**config.mk**
```make
export PLATFORM = sky130hd
export DESIGN_NAME = flash_host
export DESIGN_NICKNAME = d
export VERILOG_FILES = /design/src/hw/flash_host_pkg.sv /design/src/hw/word_fifo.sv /design/src/hw/strobe_timer.sv /design/src/hw/flash_host.sv
export SDC_FILE = /design/constraint.sdc
export NUM_CORES = 1
export LEC_CHECK = 0
export ABC_AREA = 0
export BUFFER_PORTS_ARGS = -buffer_cell sky130_fd_sc_hd__clkbuf_2
export CORE_UTILIZATION = 45
export DETAILED_ROUTE_END_ITERATION = 16
export PLACE_DENSITY = 0.62
export SYNTH_ARGS = -nofsm -noshare
export SYNTH_HDL_FRONTEND = slang
export SYNTH_SLANG_ARGS = --single-unit
export TNS_END_PERCENT = 1
```
**constraint.sdc**
```tcl
create_clock -name clk -period 3.6 [get_ports clk]
set_input_delay 0 -clock clk [delete_from_list [all_inputs] [get_ports clk]]
set_output_delay 0 -clock clk [all_outputs]
set_load 0.02 [all_outputs]
```
**src/hw/flash_host_pkg.sv**
```systemverilog
package flash_host_pkg;

    // array shape
    localparam int unsigned PAGES_PER_BLOCK  = 64;
    localparam int unsigned MAIN_BYTES       = 2048;
    localparam int unsigned SPARE_BYTES      = 64;
    localparam int unsigned MAIN_WORDS       = 1024;
    localparam int unsigned SPARE_WORDS      = 32;
    localparam int unsigned GOOD_BLOCKS_2G   = 2008;
    localparam int unsigned GOOD_BLOCKS_1G   = 1004;
    localparam int unsigned ADDR_CYCLES_1G   = 4;
    localparam int unsigned ADDR_CYCLES_2G   = 5;

    // timing
    localparam int unsigned CLK_MHZ          = 40;
    localparam int unsigned RECOVERY_US      = 10;
    localparam int unsigned RECOVERY_CYCLES  = RECOVERY_US * CLK_MHZ;
    localparam int unsigned GLITCH_NS        = 5;
    localparam int unsigned CLK_NS           = 25;
    // strobe half-phase length: at least a glitch width, at least one cycle
    localparam int unsigned STROBE_CYCLES    = (GLITCH_NS + CLK_NS - 1) / CLK_NS + 1;

    // fifo
    localparam int unsigned FIFO_DEPTH       = 32;
    localparam int unsigned DATA_W           = 16;

    // host command kinds
    typedef enum logic [1:0] {
        OP_CMD,
        OP_ADDR,
        OP_WRITE,
        OP_READ
    } op_kind_t;

endpackage : flash_host_pkg

```
**src/hw/word_fifo.sv**
```systemverilog
`timescale 1ns/100ps
module word_fifo #(
    parameter int unsigned WIDTH = 16,
    parameter int unsigned DEPTH = 32
) (
    input  wire logic             clk,
    input  wire logic             reset,
    input  wire logic [WIDTH-1:0] in_data,
    input  wire logic             in_valid,
    output logic                  in_ready,
    output logic      [WIDTH-1:0] out_data,
    output logic                  out_valid,
    input  wire logic             out_ready
);
    localparam int unsigned AW = $clog2(DEPTH);

    logic [WIDTH-1:0] mem [DEPTH];
    logic [AW:0]      wr_q;
    logic [AW:0]      rd_q;
    wire              push;
    wire              pop;

    // full and empty from pointer compare
    assign in_ready  = (wr_q - rd_q) != (AW+1)'(DEPTH);
    assign out_valid = wr_q != rd_q;
    assign out_data  = mem[rd_q[AW-1:0]];
    assign push      = in_valid && in_ready;
    assign pop       = out_valid && out_ready;

    // storage
    always_ff @(posedge clk) begin
        if (push) begin
            mem[wr_q[AW-1:0]] <= in_data;
        end
    end

    // pointers
    always_ff @(posedge clk or posedge reset) begin
        if (reset) begin
            wr_q <= '0;
            rd_q <= '0;
        end else begin
            if (push) wr_q <= wr_q + 1'b1;
            if (pop)  rd_q <= rd_q + 1'b1;
        end
    end

    no_overflow_a: assert property (@(posedge clk) disable iff (reset)
        (wr_q - rd_q) <= (AW+1)'(DEPTH)) else $error("fifo overfilled");

endmodule : word_fifo

```
**src/hw/strobe_timer.sv**
```systemverilog
`timescale 1ns/100ps
module strobe_timer #(
    parameter int unsigned WIDTH = 9
) (
    input  wire logic             clk,
    input  wire logic             reset,
    input  wire logic             load,
    input  wire logic [WIDTH-1:0] count,
    output logic                  done
);
    logic [WIDTH-1:0] cnt_q;

    // down counter; done while at zero
    assign done = cnt_q == '0;

    always_ff @(posedge clk or posedge reset) begin
        if (reset) begin
            cnt_q <= '0;
        end else if (load) begin
            cnt_q <= count;
        end else if (cnt_q != '0) begin
            cnt_q <= cnt_q - 1'b1;
        end
    end

endmodule : strobe_timer

```
**src/hw/flash_host.sv**
```systemverilog
// How it works
// - host software tolerates bad blocks; at least 2008 or 1004 good
// - no command before 10 us after power-up; hold write strobe high
// - host holds write protect low during power ramps
// - shared wired ready busy low means some device busy
// - command cycle: select low, cmd latch high, addr latch low, read high
// - four address cycles for 1 Gb, five for 2 Gb
// - address cycle: select low, addr latch high, cmd latch low, read high
// - data input: both latches low, read high, one word per write
// - data output: write high, both latches low, read strobes sequence data
`timescale 1ns/100ps
module flash_host (
    input  wire logic                          clk,
    input  wire logic                          reset,
    // user command port
    input  wire flash_host_pkg::op_kind_t      req_kind,
    input  wire logic [flash_host_pkg::DATA_W-1:0] req_data,
    input  wire logic                          req_valid,
    output logic                               req_ready,
    input  wire logic                          wide_bus,
    input  wire logic                          prog_enable,
    // read data out
    output logic [flash_host_pkg::DATA_W-1:0]  rd_data,
    output logic                               rd_valid,
    input  wire logic                          rd_ready,
    output logic                               flash_busy,
    output logic                               power_ok,
    // flash pins
    output logic                               chip_sel_n,
    output logic                               cmd_latch_en,
    output logic                               addr_latch_en,
    output logic                               write_n,
    output logic                               read_n,
    output logic                               write_prot_n,
    output logic [7:0]                         low_byte_lane_o,
    output logic                               low_byte_lane_oe,
    input  wire logic [7:0]                    low_byte_lane_i,
    output logic [7:0]                         high_byte_lane_o,
    output logic                               high_byte_lane_oe,
    input  wire logic [7:0]                    high_byte_lane_i,
    input  wire logic                          ready_busy_n
);
    import flash_host_pkg::*;

    localparam int unsigned TW = 9;
    localparam logic [TW-1:0] T_RECOVER = TW'(RECOVERY_CYCLES);
    localparam logic [TW-1:0] T_STROBE  = TW'(STROBE_CYCLES);

    typedef enum logic [2:0] {
        ST_POWER,
        ST_IDLE,
        ST_LOW,
        ST_HIGH,
        ST_CAPTURE
    } state_t;

    state_t            state_q;
    state_t            state_d;
    op_kind_t          kind_q;
    logic [DATA_W-1:0] data_q;
    logic [DATA_W-1:0] rd_word_q;
    logic              rd_push_q;
    logic              power_ok_q;
    logic              busy_s1_q;
    logic              busy_q;
    logic              wp_n_q;
    logic              cs_n_q;
    logic              cle_q;
    logic              ale_q;
    logic              we_n_q;
    logic              re_n_q;
    logic              lo_oe_q;
    logic              hi_oe_q;
    logic [7:0]        lo_o_q;
    logic [7:0]        hi_o_q;
    logic              timer_load;
    logic [TW-1:0]     timer_count;
    logic              timer_done;
    logic              fifo_in_ready;
    logic              boot_q;

    // timer for power recovery and strobe phases
    strobe_timer #(.WIDTH(TW)) u_timer (
        .clk   (clk),
        .reset (reset),
        .load  (timer_load),
        .count (timer_count),
        .done  (timer_done)
    );

    // read words buffered toward the user; full fifo stalls reads
    word_fifo #(.WIDTH(DATA_W), .DEPTH(FIFO_DEPTH)) u_fifo (
        .clk       (clk),
        .reset     (reset),
        .in_data   (rd_word_q),
        .in_valid  (rd_push_q),
        .in_ready  (fifo_in_ready),
        .out_data  (rd_data),
        .out_valid (rd_valid),
        .out_ready (rd_ready)
    );

    // decode of the current request; bad block bookkeeping stays with user software
    wire is_read    = req_kind == OP_READ;
    wire room_ok    = !is_read || fifo_in_ready;
    wire take_req   = state_q == ST_IDLE && req_valid && room_ok;
    wire start_low  = state_q == ST_POWER && timer_done;
    wire phase_done = timer_done; // reload only comes from the state decode
    wire word_read  = kind_q == OP_READ;
    wire lane_hi_en = wide_bus && (kind_q == OP_WRITE);
    // data writes only when protection released by software and power good
    wire wp_release = prog_enable && power_ok_q;

    // next state
    always_comb begin
        state_d     = state_q;
        timer_load  = 1'b0;
        timer_count = T_STROBE;
        case (state_q)
            ST_POWER: begin
                if (boot_q) begin
                    timer_load  = 1'b1;
                    timer_count = T_RECOVER;
                end else if (timer_done) begin
                    state_d = ST_IDLE;
                end
            end
            ST_IDLE: begin
                if (take_req) begin
                    state_d    = ST_LOW;
                    timer_load = 1'b1;
                end
            end
            ST_LOW: begin
                if (phase_done) begin
                    state_d    = ST_HIGH;
                    timer_load = 1'b1;
                end
            end
            ST_HIGH: begin
                if (phase_done) state_d = ST_CAPTURE;
            end
            ST_CAPTURE: begin
                state_d = ST_IDLE;
            end
            default: state_d = ST_IDLE;
        endcase
    end

    // power-up recovery load on first cycle after reset
    always_ff @(posedge clk or posedge reset) begin
        if (reset) boot_q <= 1'b1;
        else       boot_q <= 1'b0;
    end

    // state and request capture
    always_ff @(posedge clk or posedge reset) begin
        if (reset) begin
            state_q <= ST_POWER;
            kind_q  <= OP_CMD;
            data_q  <= '0;
        end else begin
            state_q <= state_d;
            if (take_req) begin
                kind_q <= req_kind;
                data_q <= req_data;
            end
        end
    end

    // delayed boot pulse keeps power good off while the timer loads
    logic rec_load_q;
    always_ff @(posedge clk or posedge reset) begin
        if (reset) rec_load_q <= 1'b0;
        else       rec_load_q <= boot_q;
    end

    // power good flag after recovery
    always_ff @(posedge clk or posedge reset) begin
        if (reset)                           power_ok_q <= 1'b0;
        else if (start_low && !rec_load_q && !boot_q) power_ok_q <= 1'b1;
    end

    // ready busy level: two flops, wired low means any device busy
    always_ff @(posedge clk or posedge reset) begin
        if (reset) begin
            busy_s1_q <= 1'b0;
            busy_q    <= 1'b0;
        end else begin
            busy_s1_q <= !ready_busy_n;
            busy_q    <= busy_s1_q;
        end
    end

    // pin drive: control strobes by cycle kind
    always_ff @(posedge clk or posedge reset) begin
        if (reset) begin
            cs_n_q  <= 1'b1;
            cle_q   <= 1'b0;
            ale_q   <= 1'b0;
            we_n_q  <= 1'b1;
            re_n_q  <= 1'b1;
            wp_n_q  <= 1'b0;
        end else begin
            wp_n_q <= wp_release;
            if (take_req) begin
                cs_n_q <= 1'b0;
                cle_q  <= req_kind == OP_CMD;
                ale_q  <= req_kind == OP_ADDR;
                we_n_q <= is_read;
                re_n_q <= !is_read;
            end else if (state_q == ST_LOW && phase_done) begin
                we_n_q <= 1'b1;
                re_n_q <= 1'b1;
            end else if (state_q == ST_CAPTURE) begin
                cs_n_q <= 1'b1;
                cle_q  <= 1'b0;
                ale_q  <= 1'b0;
            end
        end
    end

    // lane drive: low lane for all writes, high lane only for wide data
    always_ff @(posedge clk or posedge reset) begin
        if (reset) begin
            lo_o_q  <= '0;
            hi_o_q  <= '0;
            lo_oe_q <= 1'b0;
            hi_oe_q <= 1'b0;
        end else if (take_req) begin
            lo_o_q  <= req_data[7:0];
            hi_o_q  <= req_data[15:8];
            lo_oe_q <= !is_read;
            hi_oe_q <= !is_read && wide_bus && req_kind == OP_WRITE;
        end else if (state_q == ST_CAPTURE) begin
            lo_oe_q <= 1'b0;
            hi_oe_q <= 1'b0;
        end
    end

    // read sample at end of read-low phase
    always_ff @(posedge clk or posedge reset) begin
        if (reset) begin
            rd_word_q <= '0;
            rd_push_q <= 1'b0;
        end else begin
            rd_push_q <= state_q == ST_LOW && phase_done && word_read;
            if (state_q == ST_LOW && phase_done && word_read) begin
                rd_word_q <= {wide_bus ? high_byte_lane_i : 8'h00, low_byte_lane_i};
            end
        end
    end

    // user handshake
    always_ff @(posedge clk or posedge reset) begin
        if (reset) req_ready <= 1'b0;
        else       req_ready <= state_d == ST_IDLE && state_q != ST_IDLE;
    end

    assign chip_sel_n        = cs_n_q;
    assign cmd_latch_en      = cle_q;
    assign addr_latch_en     = ale_q;
    assign write_n           = we_n_q;
    assign read_n            = re_n_q;
    assign write_prot_n      = wp_n_q;
    assign low_byte_lane_o   = lo_o_q;
    assign low_byte_lane_oe  = lo_oe_q;
    assign high_byte_lane_o  = hi_o_q;
    assign high_byte_lane_oe = hi_oe_q;
    assign flash_busy        = busy_q;
    assign power_ok          = power_ok_q;

    // high lane only ever driven during a wide data write
    hi_data_a: assert property (@(posedge clk) disable iff (reset)
        hi_oe_q |-> lane_hi_en) else $error("high lane driven outside wide write");

    no_write_early_a: assert property (@(posedge clk) disable iff (reset)
        !power_ok_q |-> write_n) else $error("write strobe low before recovery");
    cmd_cycle_a: assert property (@(posedge clk) disable iff (reset)
        (cle_q && !we_n_q) |-> (!cs_n_q && !ale_q && re_n_q)) else $error("bad command cycle");
    addr_cycle_a: assert property (@(posedge clk) disable iff (reset)
        (ale_q && !we_n_q) |-> (!cs_n_q && !cle_q && re_n_q)) else $error("bad address cycle");
    read_cycle_a: assert property (@(posedge clk) disable iff (reset)
        !re_n_q |-> (we_n_q && !cle_q && !ale_q && !lo_oe_q)) else $error("bad read cycle");
    strobe_width_a: assert property (@(posedge clk) disable iff (reset)
        $fell(we_n_q) |-> !we_n_q [*2]) else $error("write strobe too short");
    wp_power_a: assert property (@(posedge clk) disable iff (reset)
        !power_ok_q |-> !wp_n_q) else $error("protect released during power ramp");
    hi_lane_a: assert property (@(posedge clk) disable iff (reset)
        (cle_q || ale_q) |-> !hi_oe_q) else $error("high lane driven on cmd or addr");
    busy_sync_a: assert property (@(posedge clk) disable iff (reset)
        !ready_busy_n |-> ##2 flash_busy) else $error("busy not followed");

endmodule : flash_host

```
==> flow_summary.ini, run 1 <==
[routing]
wl_met3_um = 3080
wire_per_inst_um = 25.1
vias = 11200
routed.top_layer = met4
dr.pass1.iters = 5
wl_met1_um = 21600
route.met2.wl_um = 24500
post-route-drc-count = 0
antenna_left = 0
vias_per_cell = 5.59
drt-total-wl_um = 50100
drt_iter0_drc = 1063

[place]
place.gp.congestion = 0.770
dpl.cell_count = 1839
portBuffers = 84
hpwl_um = 28600

[critical_path]
worst-endpoint-required_ps = 3600
startpoint_type = flip-flop
worstSetupEndpointType = output port
path_delay_family = multiplexers
critPathSlowestCell = mux4_2
rr_startpoint = u_fifo.rd_q[4]
rrSetupSlack_ps = 370
worstRegToRegCells = 11
path_cells = buf_4 > buf_4 > mux4_2 > mux4_2 > nand2_1 > nand2_1 > clkbuf_2
arrival_ps = 3460
crit_type = reg2out
r2r-end = cmd_latch_en
crit_path_max_fanout = 21
cpPeakStageDelay_ps = 580
critPathBufInv = 3

[layout]
drive_gt1_frac = 0.340
diodes = 0
final_cell_count_no_fill = 2000
final_nets = 1331
area_delta_synth_final_pct = 17.8

[grt]
grt_pass1_vias = 11500
track_usage = 0.203
gr-total-overflow = 0
grt_max_degree = 131
grt_antenna_before_repair = 0
grt_pass1_wl_um = 74900

[synth]
synth_top_family_by_area = multiplexers
ys_ff_latch = 585
synth_edf_count = 512
synth_ff_type = edfxtp_1
synth_common_cells = edfxtp_1, mux4_2, nand2_1, dfrtp_1, nor2_1
synth_xor_xnor_area_share = 0.00691
yosysWarnings = 0
avgSynthCellArea_um2 = 21.0
synth_mux_area_frac = 0.176
synth_area_mm2 = 0.0228
synth_top_area_frac = 0.674
synthAdderAreaFrac = 0.00603
synth_compound_area_frac = 0.00729
synth_top_area_cell = edfxtp_1
ys_async_sr_fraction = 0.125
synth.distinct_cells = 46
yosysMostFrequentCell = edfxtp_1
syn_inst = 1085
ys_seq_area_frac = 0.754
synth_area_leaders = edfxtp_1, mux4_2, dfrtp_1
syn_nets = 1137
synth_simple_gate_area_share = 0.0356

[pwr]
fin_total_pwr_mw = 15.7
p_leak_nw = 9.15
pwr_density_cell_mw_per_mm2 = 586
peakVddDrop_uv = 430

[cts]
root_buffer = clkbuf_16
cts_made_buffers = 58
clkTransAtPathRegs_ps = 60
post-cts-setup-buffers = 0
clock_latency_ps = 620
htreeDepth = 2
clockBufferDepth = 3
clock-sinks = 585
cts_tree = done

[sta]
rsz0062_at_grt = no
setup_tns_ps = 0
clock-skew-final_ps = 19.9
hold_viol = 0
fin_crit_ps = 3460
timing.hold.ws_ps = 35.8
period_share = 0.960
fmax_mhz = 289
relSlewSlack = 0.176
setup_viol = 0
worstMarginPinSlew_ps = 1240
slew_violations = 0

[run_status]
run_status = finished clean

[die]
die_y_um = 227
start_util = 0.456
core_mm2 = 0.0501
fp.dieW_um = 227
rows = 82
dieArea_mm2 = 0.0516
ioPinCount = 85

[run]
max-cap-violations = 0

[worst_hold_path]
min_path_type = in2async
[cell families (layout without fill, tap and decap cells)]
family          after synthesis  after routing
simple gates                174            174
mux                         198            198
buf+inv                      72            315
compound gates               26             26
other cells                   1              1
flops                       585            585
fa+ha+maj                    11             11
xor+xnor                     18             18
[stage by stage]
stage	setup WS, ps	util	area [um2]
finish	143	0.537	26900
global route	1.29	0.537	26900
detailed placement	585	0.488	24400
global placement	551	0.488	24400
CTS	91.5	0.537	26900
floorplan	-64.1	-	22800
[state kept, by name, summed over array words and instances (netlist names), 2 cells and up]
signal,count
u_fifo.mem,512
rd_word_q,16
u_timer.cnt_q,9
high_byte_lane_o,8
u_fifo.wr_q,6
kind_q,2
state_q,3
u_fifo.rd_q,6
low_byte_lane_o,8
[worst register-to-register path, stage by stage, from the launching register on]
cell	delay, ps
dfrtp_1	360
clkinv_1	90
ha_1	370
and2_1	170
o21ai_0	160
o31ai_1	90
o211ai_1	410
buf_4	230
o21a_1	140
buf_4	340
o32ai_1	160
dlygate4sd3_1	590
[metal layers]
layer  global-route usage  vias up
li1                     -     4795
met1                0.286     5953
met2                0.323      351
met3               0.0409       76
met4               0.0552        0
met5                    0        -
[cells in the final DEF (no fill, tap or decap), types with 5 or more instances in the layout]
cell	instances
dfrtp_1	66
nor2_2	32
nand3_1	10
buf_4	41
inv_1	16
nor3_1	8
xnor2_1	16
o21ai_0	9
bufinv_16	5
clkbuf_16	59
mux4_2	160
nand2b_1	5
clkinv_1	16
clkbuf_1	14
nand3b_1	6
clkbuf_2	84
dlygate4sd3_1	51
nor2_1	11
a21oi_1	5
mux2i_1	10
buf_12	9
and3_1	5
mux2_2	27
o31ai_1	6
ha_1	11
edfxtp_1	512
clkinv_2	8
nand2_1	74
clkbuf_8	5
[area by class of cell]
class | count | area (um2)
fill | 3962 | 23200
sequential | 585 | 17200
multi-input combinational | 428 | 5380
clock buffer | 78 | 1600
timing repair buffer | 187 | 1480
tap | 672 | 841
clock inverter | 31 | 285
inverter | 19 | 72.6
[power by group]
group,switching (mW),total [mW],internal [mW]
Clock,2.52,5.98,3.46
Combinational,1.42,2.41,0.990
Sequential,0.0269,7.35,7.32
[worst max path at each step]
stage / slack [ps] / startpoint / cells past startpoint / end
floorplan: -60 / u_fifo.rd_q[4] / 11 / u_fifo.mem[31][0]
global placement: 550 / u_fifo.rd_q[4] / 11 / u_fifo.mem[13][4]
detailed placement: 580 / u_fifo.rd_q[4] / 11 / u_fifo.mem[13][8]
CTS: 90 / u_fifo.rd_q[0] / 7 / rd_data[3]
global route: 1 / u_fifo.rd_q[0] / 7 / rd_data[3]
finish: 140 / u_fifo.rd_q[0] / 7 / rd_data[3]
[timing repair]
item / in CTS / in global routing
hold buffers: 51 / 0
endpoints found under the hold margin: 93 / 0
setup endpoints to repair: 12 / 0
resized for setup: 1 / 0
(Power assumes the default switching activity.)
==> inputs of run 2 (changes only) <==
--- a/config.mk
+++ b/config.mk
@@ -8,9 +8,11 @@
 export ABC_AREA = 0
 export BUFFER_PORTS_ARGS = -buffer_cell sky130_fd_sc_hd__clkbuf_2
 export CORE_UTILIZATION = 45
+export CTS_BUF_LIST = sky130_fd_sc_hd__clkbuf_8 sky130_fd_sc_hd__clkbuf_16
 export DETAILED_ROUTE_END_ITERATION = 16
 export PLACE_DENSITY = 0.62
 export SYNTH_ARGS = -nofsm -noshare
 export SYNTH_HDL_FRONTEND = slang
+export SYNTH_HIERARCHICAL = 1
 export SYNTH_SLANG_ARGS = --single-unit
 export TNS_END_PERCENT = 1
==> flow_summary.ini, run 2 <==
[pwr]
p_seq_frac = 0.476
p_leak_nw = 10.5
p_sw_frac = 0.276
peakVddDrop_uv = 567
pwr_density_cell_mw_per_mm2 = 619
fin_total_pwr_mw = 16.6
p_int_mw = 12.0
comb_power_share = 0.194
switchingPower_mw = 4.59
p_clk_frac = 0.330

[grt]
grt_pass1_vias = 11900
grt_antenna_before_repair = 0
gr-total-overflow = 0
grt_max_degree = 131
grt_pass1_wl_um = 77300
track_usage = 0.204

[layout]
fillerInstances = 3927
final_nets = 1354
area_delta_synth_final_pct = 16.6
diodes = 0
layout_commonest_cell = edfxtp_1
drive_gt1_frac = 0.340
largest_reg_flops = 512
final_cell_mix = edfxtp_1, mux4_2, clkbuf_2

[synth]
yosysWarnings = 6
synth_area_leaders = edfxtp_1, mux4_2, dfrtp_1
ys_seq_area_frac = 0.748
ys_ff_latch = 585
synth_common_cells = edfxtp_1, mux4_2, nand2_1, dfrtp_1, nor2_1
synth_area_mm2 = 0.0230
syn_inst = 1108
synth_top_area_cell = edfxtp_1
avgSynthCellArea_um2 = 20.8
synth.distinct_cells = 67
yosysMostFrequentCell = edfxtp_1
ys_async_sr_fraction = 0.125
synth_edf_count = 512
synth_top_area_frac = 0.668
synth_ff_type = edfxtp_1

[place]
place_worst_setup_slack_ps = 530
portBuffers = 84
place.gp.congestion = 0.762
hpwl_um = 29200

[die]
die_y_um = 228
dieArea_mm2 = 0.0521
rows = 82
fp.dieW_um = 228
start_util = 0.458
core_mm2 = 0.0503
ioPinCount = 85

[cts]
post-cts-setup-buffers = 0
htreeDepth = 2
cts_made_buffers = 57
clock_latency_ps = 620
clock-sinks = 585
clkTransAtPathRegs_ps = 60
root_buffer = clkbuf_16
clockBufferDepth = 3
cts_tree = done

[sta]
relSlewSlack = 0.237
fmax_mhz = 302
worstMarginPinSlew_ps = 1140
slew_violations = 0
timing.hold.ws_ps = 83.6
fin_ws_ps = 292
hold_viol = 0
clock-skew-final_ps = 27.7
period_share = 0.919
setup_viol = 0
rsz0062_at_grt = no
fin_crit_ps = 3310

[routing]
wl_met1_um = 21800
wl_met3_um = 3380
drt-total-wl_um = 51900
routed.top_layer = met4
antenna_left = 0
route.met2.wl_um = 25600
vias = 11400
dr.pass1.iters = 5
post-route-drc-count = 0
drt_iter0_drc = 929
vias_per_cell = 5.66
wire_per_inst_um = 25.7

[critical_path]
startpoint_type = flip-flop
worstSetupEndpointType = output port
crit_path_max_fanout = 48
arrival_ps = 3310
crit_type = reg2out
worst-endpoint-required_ps = 3600

[worst_hold_path]
min_path_type = in2reg

[run]
max-cap-violations = 0

[run_status]
run_status = finished clean
==> run 2: area by class of cell <==
class,count,area (um2),area share
Inverter,27,101,0.00378
Clock inverter,42,218,0.00811
Tap cell,672,841,0.0313
Multi-Input combinational cell,446,5530,0.206
Clock buffer,62,1500,0.0557
Timing Repair Buffer,185,1440,0.0537
Sequential cell,585,17200,0.641
==> run 2: cell families (layout without fill, tap and decap cells) <==
logic type / after synthesis / count (layout) / synth area share
adders and majority gates: 11 / 11 / 0.00598
DFF: 585 / 585 / 0.748
AOI/OAI and AO/OA: 53 / 53 / 0.0170
buffers and inverters: 82 / 316 / 0.0163
other: 1 / 6 / 0.000163
and+or+nand+nor: 167 / 167 / 0.0342
xor gates and xnor gates: 14 / 14 / 0.00533
muxes: 195 / 195 / 0.173
==> run 2: what timing repair did <==
| item | 4_1_cts | 5_1_grt |
|---|---|---|
| resized for setup | 1 | 0 |
| hold buffers | 49 | 0 |
| hold endpoints to repair | 118 | 0 |
| setup endpoints to repair | 3 | 0 |
==> run 2: metal layers <==
layer / vias to the layer above / global-route usage
met3: 77 / 0.0339
met2: 361 / 0.330
met1: 6089 / 0.287
met4: 0 / 0.0612
li1: 4899 / -
met5: - / 0
==> run 2: worst paths after layout <==
kind	endpoint	slack, ps	cells past startpoint	startpoint
setup / recovery	rd_data[1]	290	6	u_fifo/rd_q[0]
setup reg to reg	u_timer/cnt_q[7]	410	11	u_fifo/wr_q[3]
hold / removal	busy_s1_q	80	3	ready_busy_n
min in group asynchronous	write_prot_n	460	4	reset
hold reg to reg	flash_busy	360	0	busy_s1_q
max in group asynchronous	rd_word_q[10]	2310	5	reset
==> run 2: stage by stage <==
| step | std cells | TNS (ps) | area, um2 | util |
|---|---|---|---|---|
| floorplan | 1113 | -65510 | 23000 | - |
| global placement | 1866 | 0 | 24600 | 0.490 |
| detailed placement | 1866 | 0 | 24600 | 0.490 |
| CTS | 2019 | 0 | 26800 | 0.534 |
| global route | 2019 | 0 | 26800 | 0.534 |
| finish | 2019 | 0 | 26800 | 0.534 |
==> run 2: worst max-delay path, cell delays in order, from the launching register on <==
cell      delay [ps]
dfrtp_4          460
buf_6            550
mux4_2           600
mux4_2           520
nand2_1          200
nand2_1          140
clkbuf_2         180
==> run 2: power by group through the flow <==
stage | Combinational (mW) | Clock [mW] | Sequential [mW]
2_1_floorplan | 2.28 | 0 | 8.07
6_report | 3.23 | 5.48 | 7.92
5_1_grt | 3.47 | 5.84 | 7.95
3_5_place_dp | 3.23 | 0 | 8.05
3_3_place_gp | 3.21 | 0 | 8.04
4_1_cts | 3.29 | 5.59 | 7.92
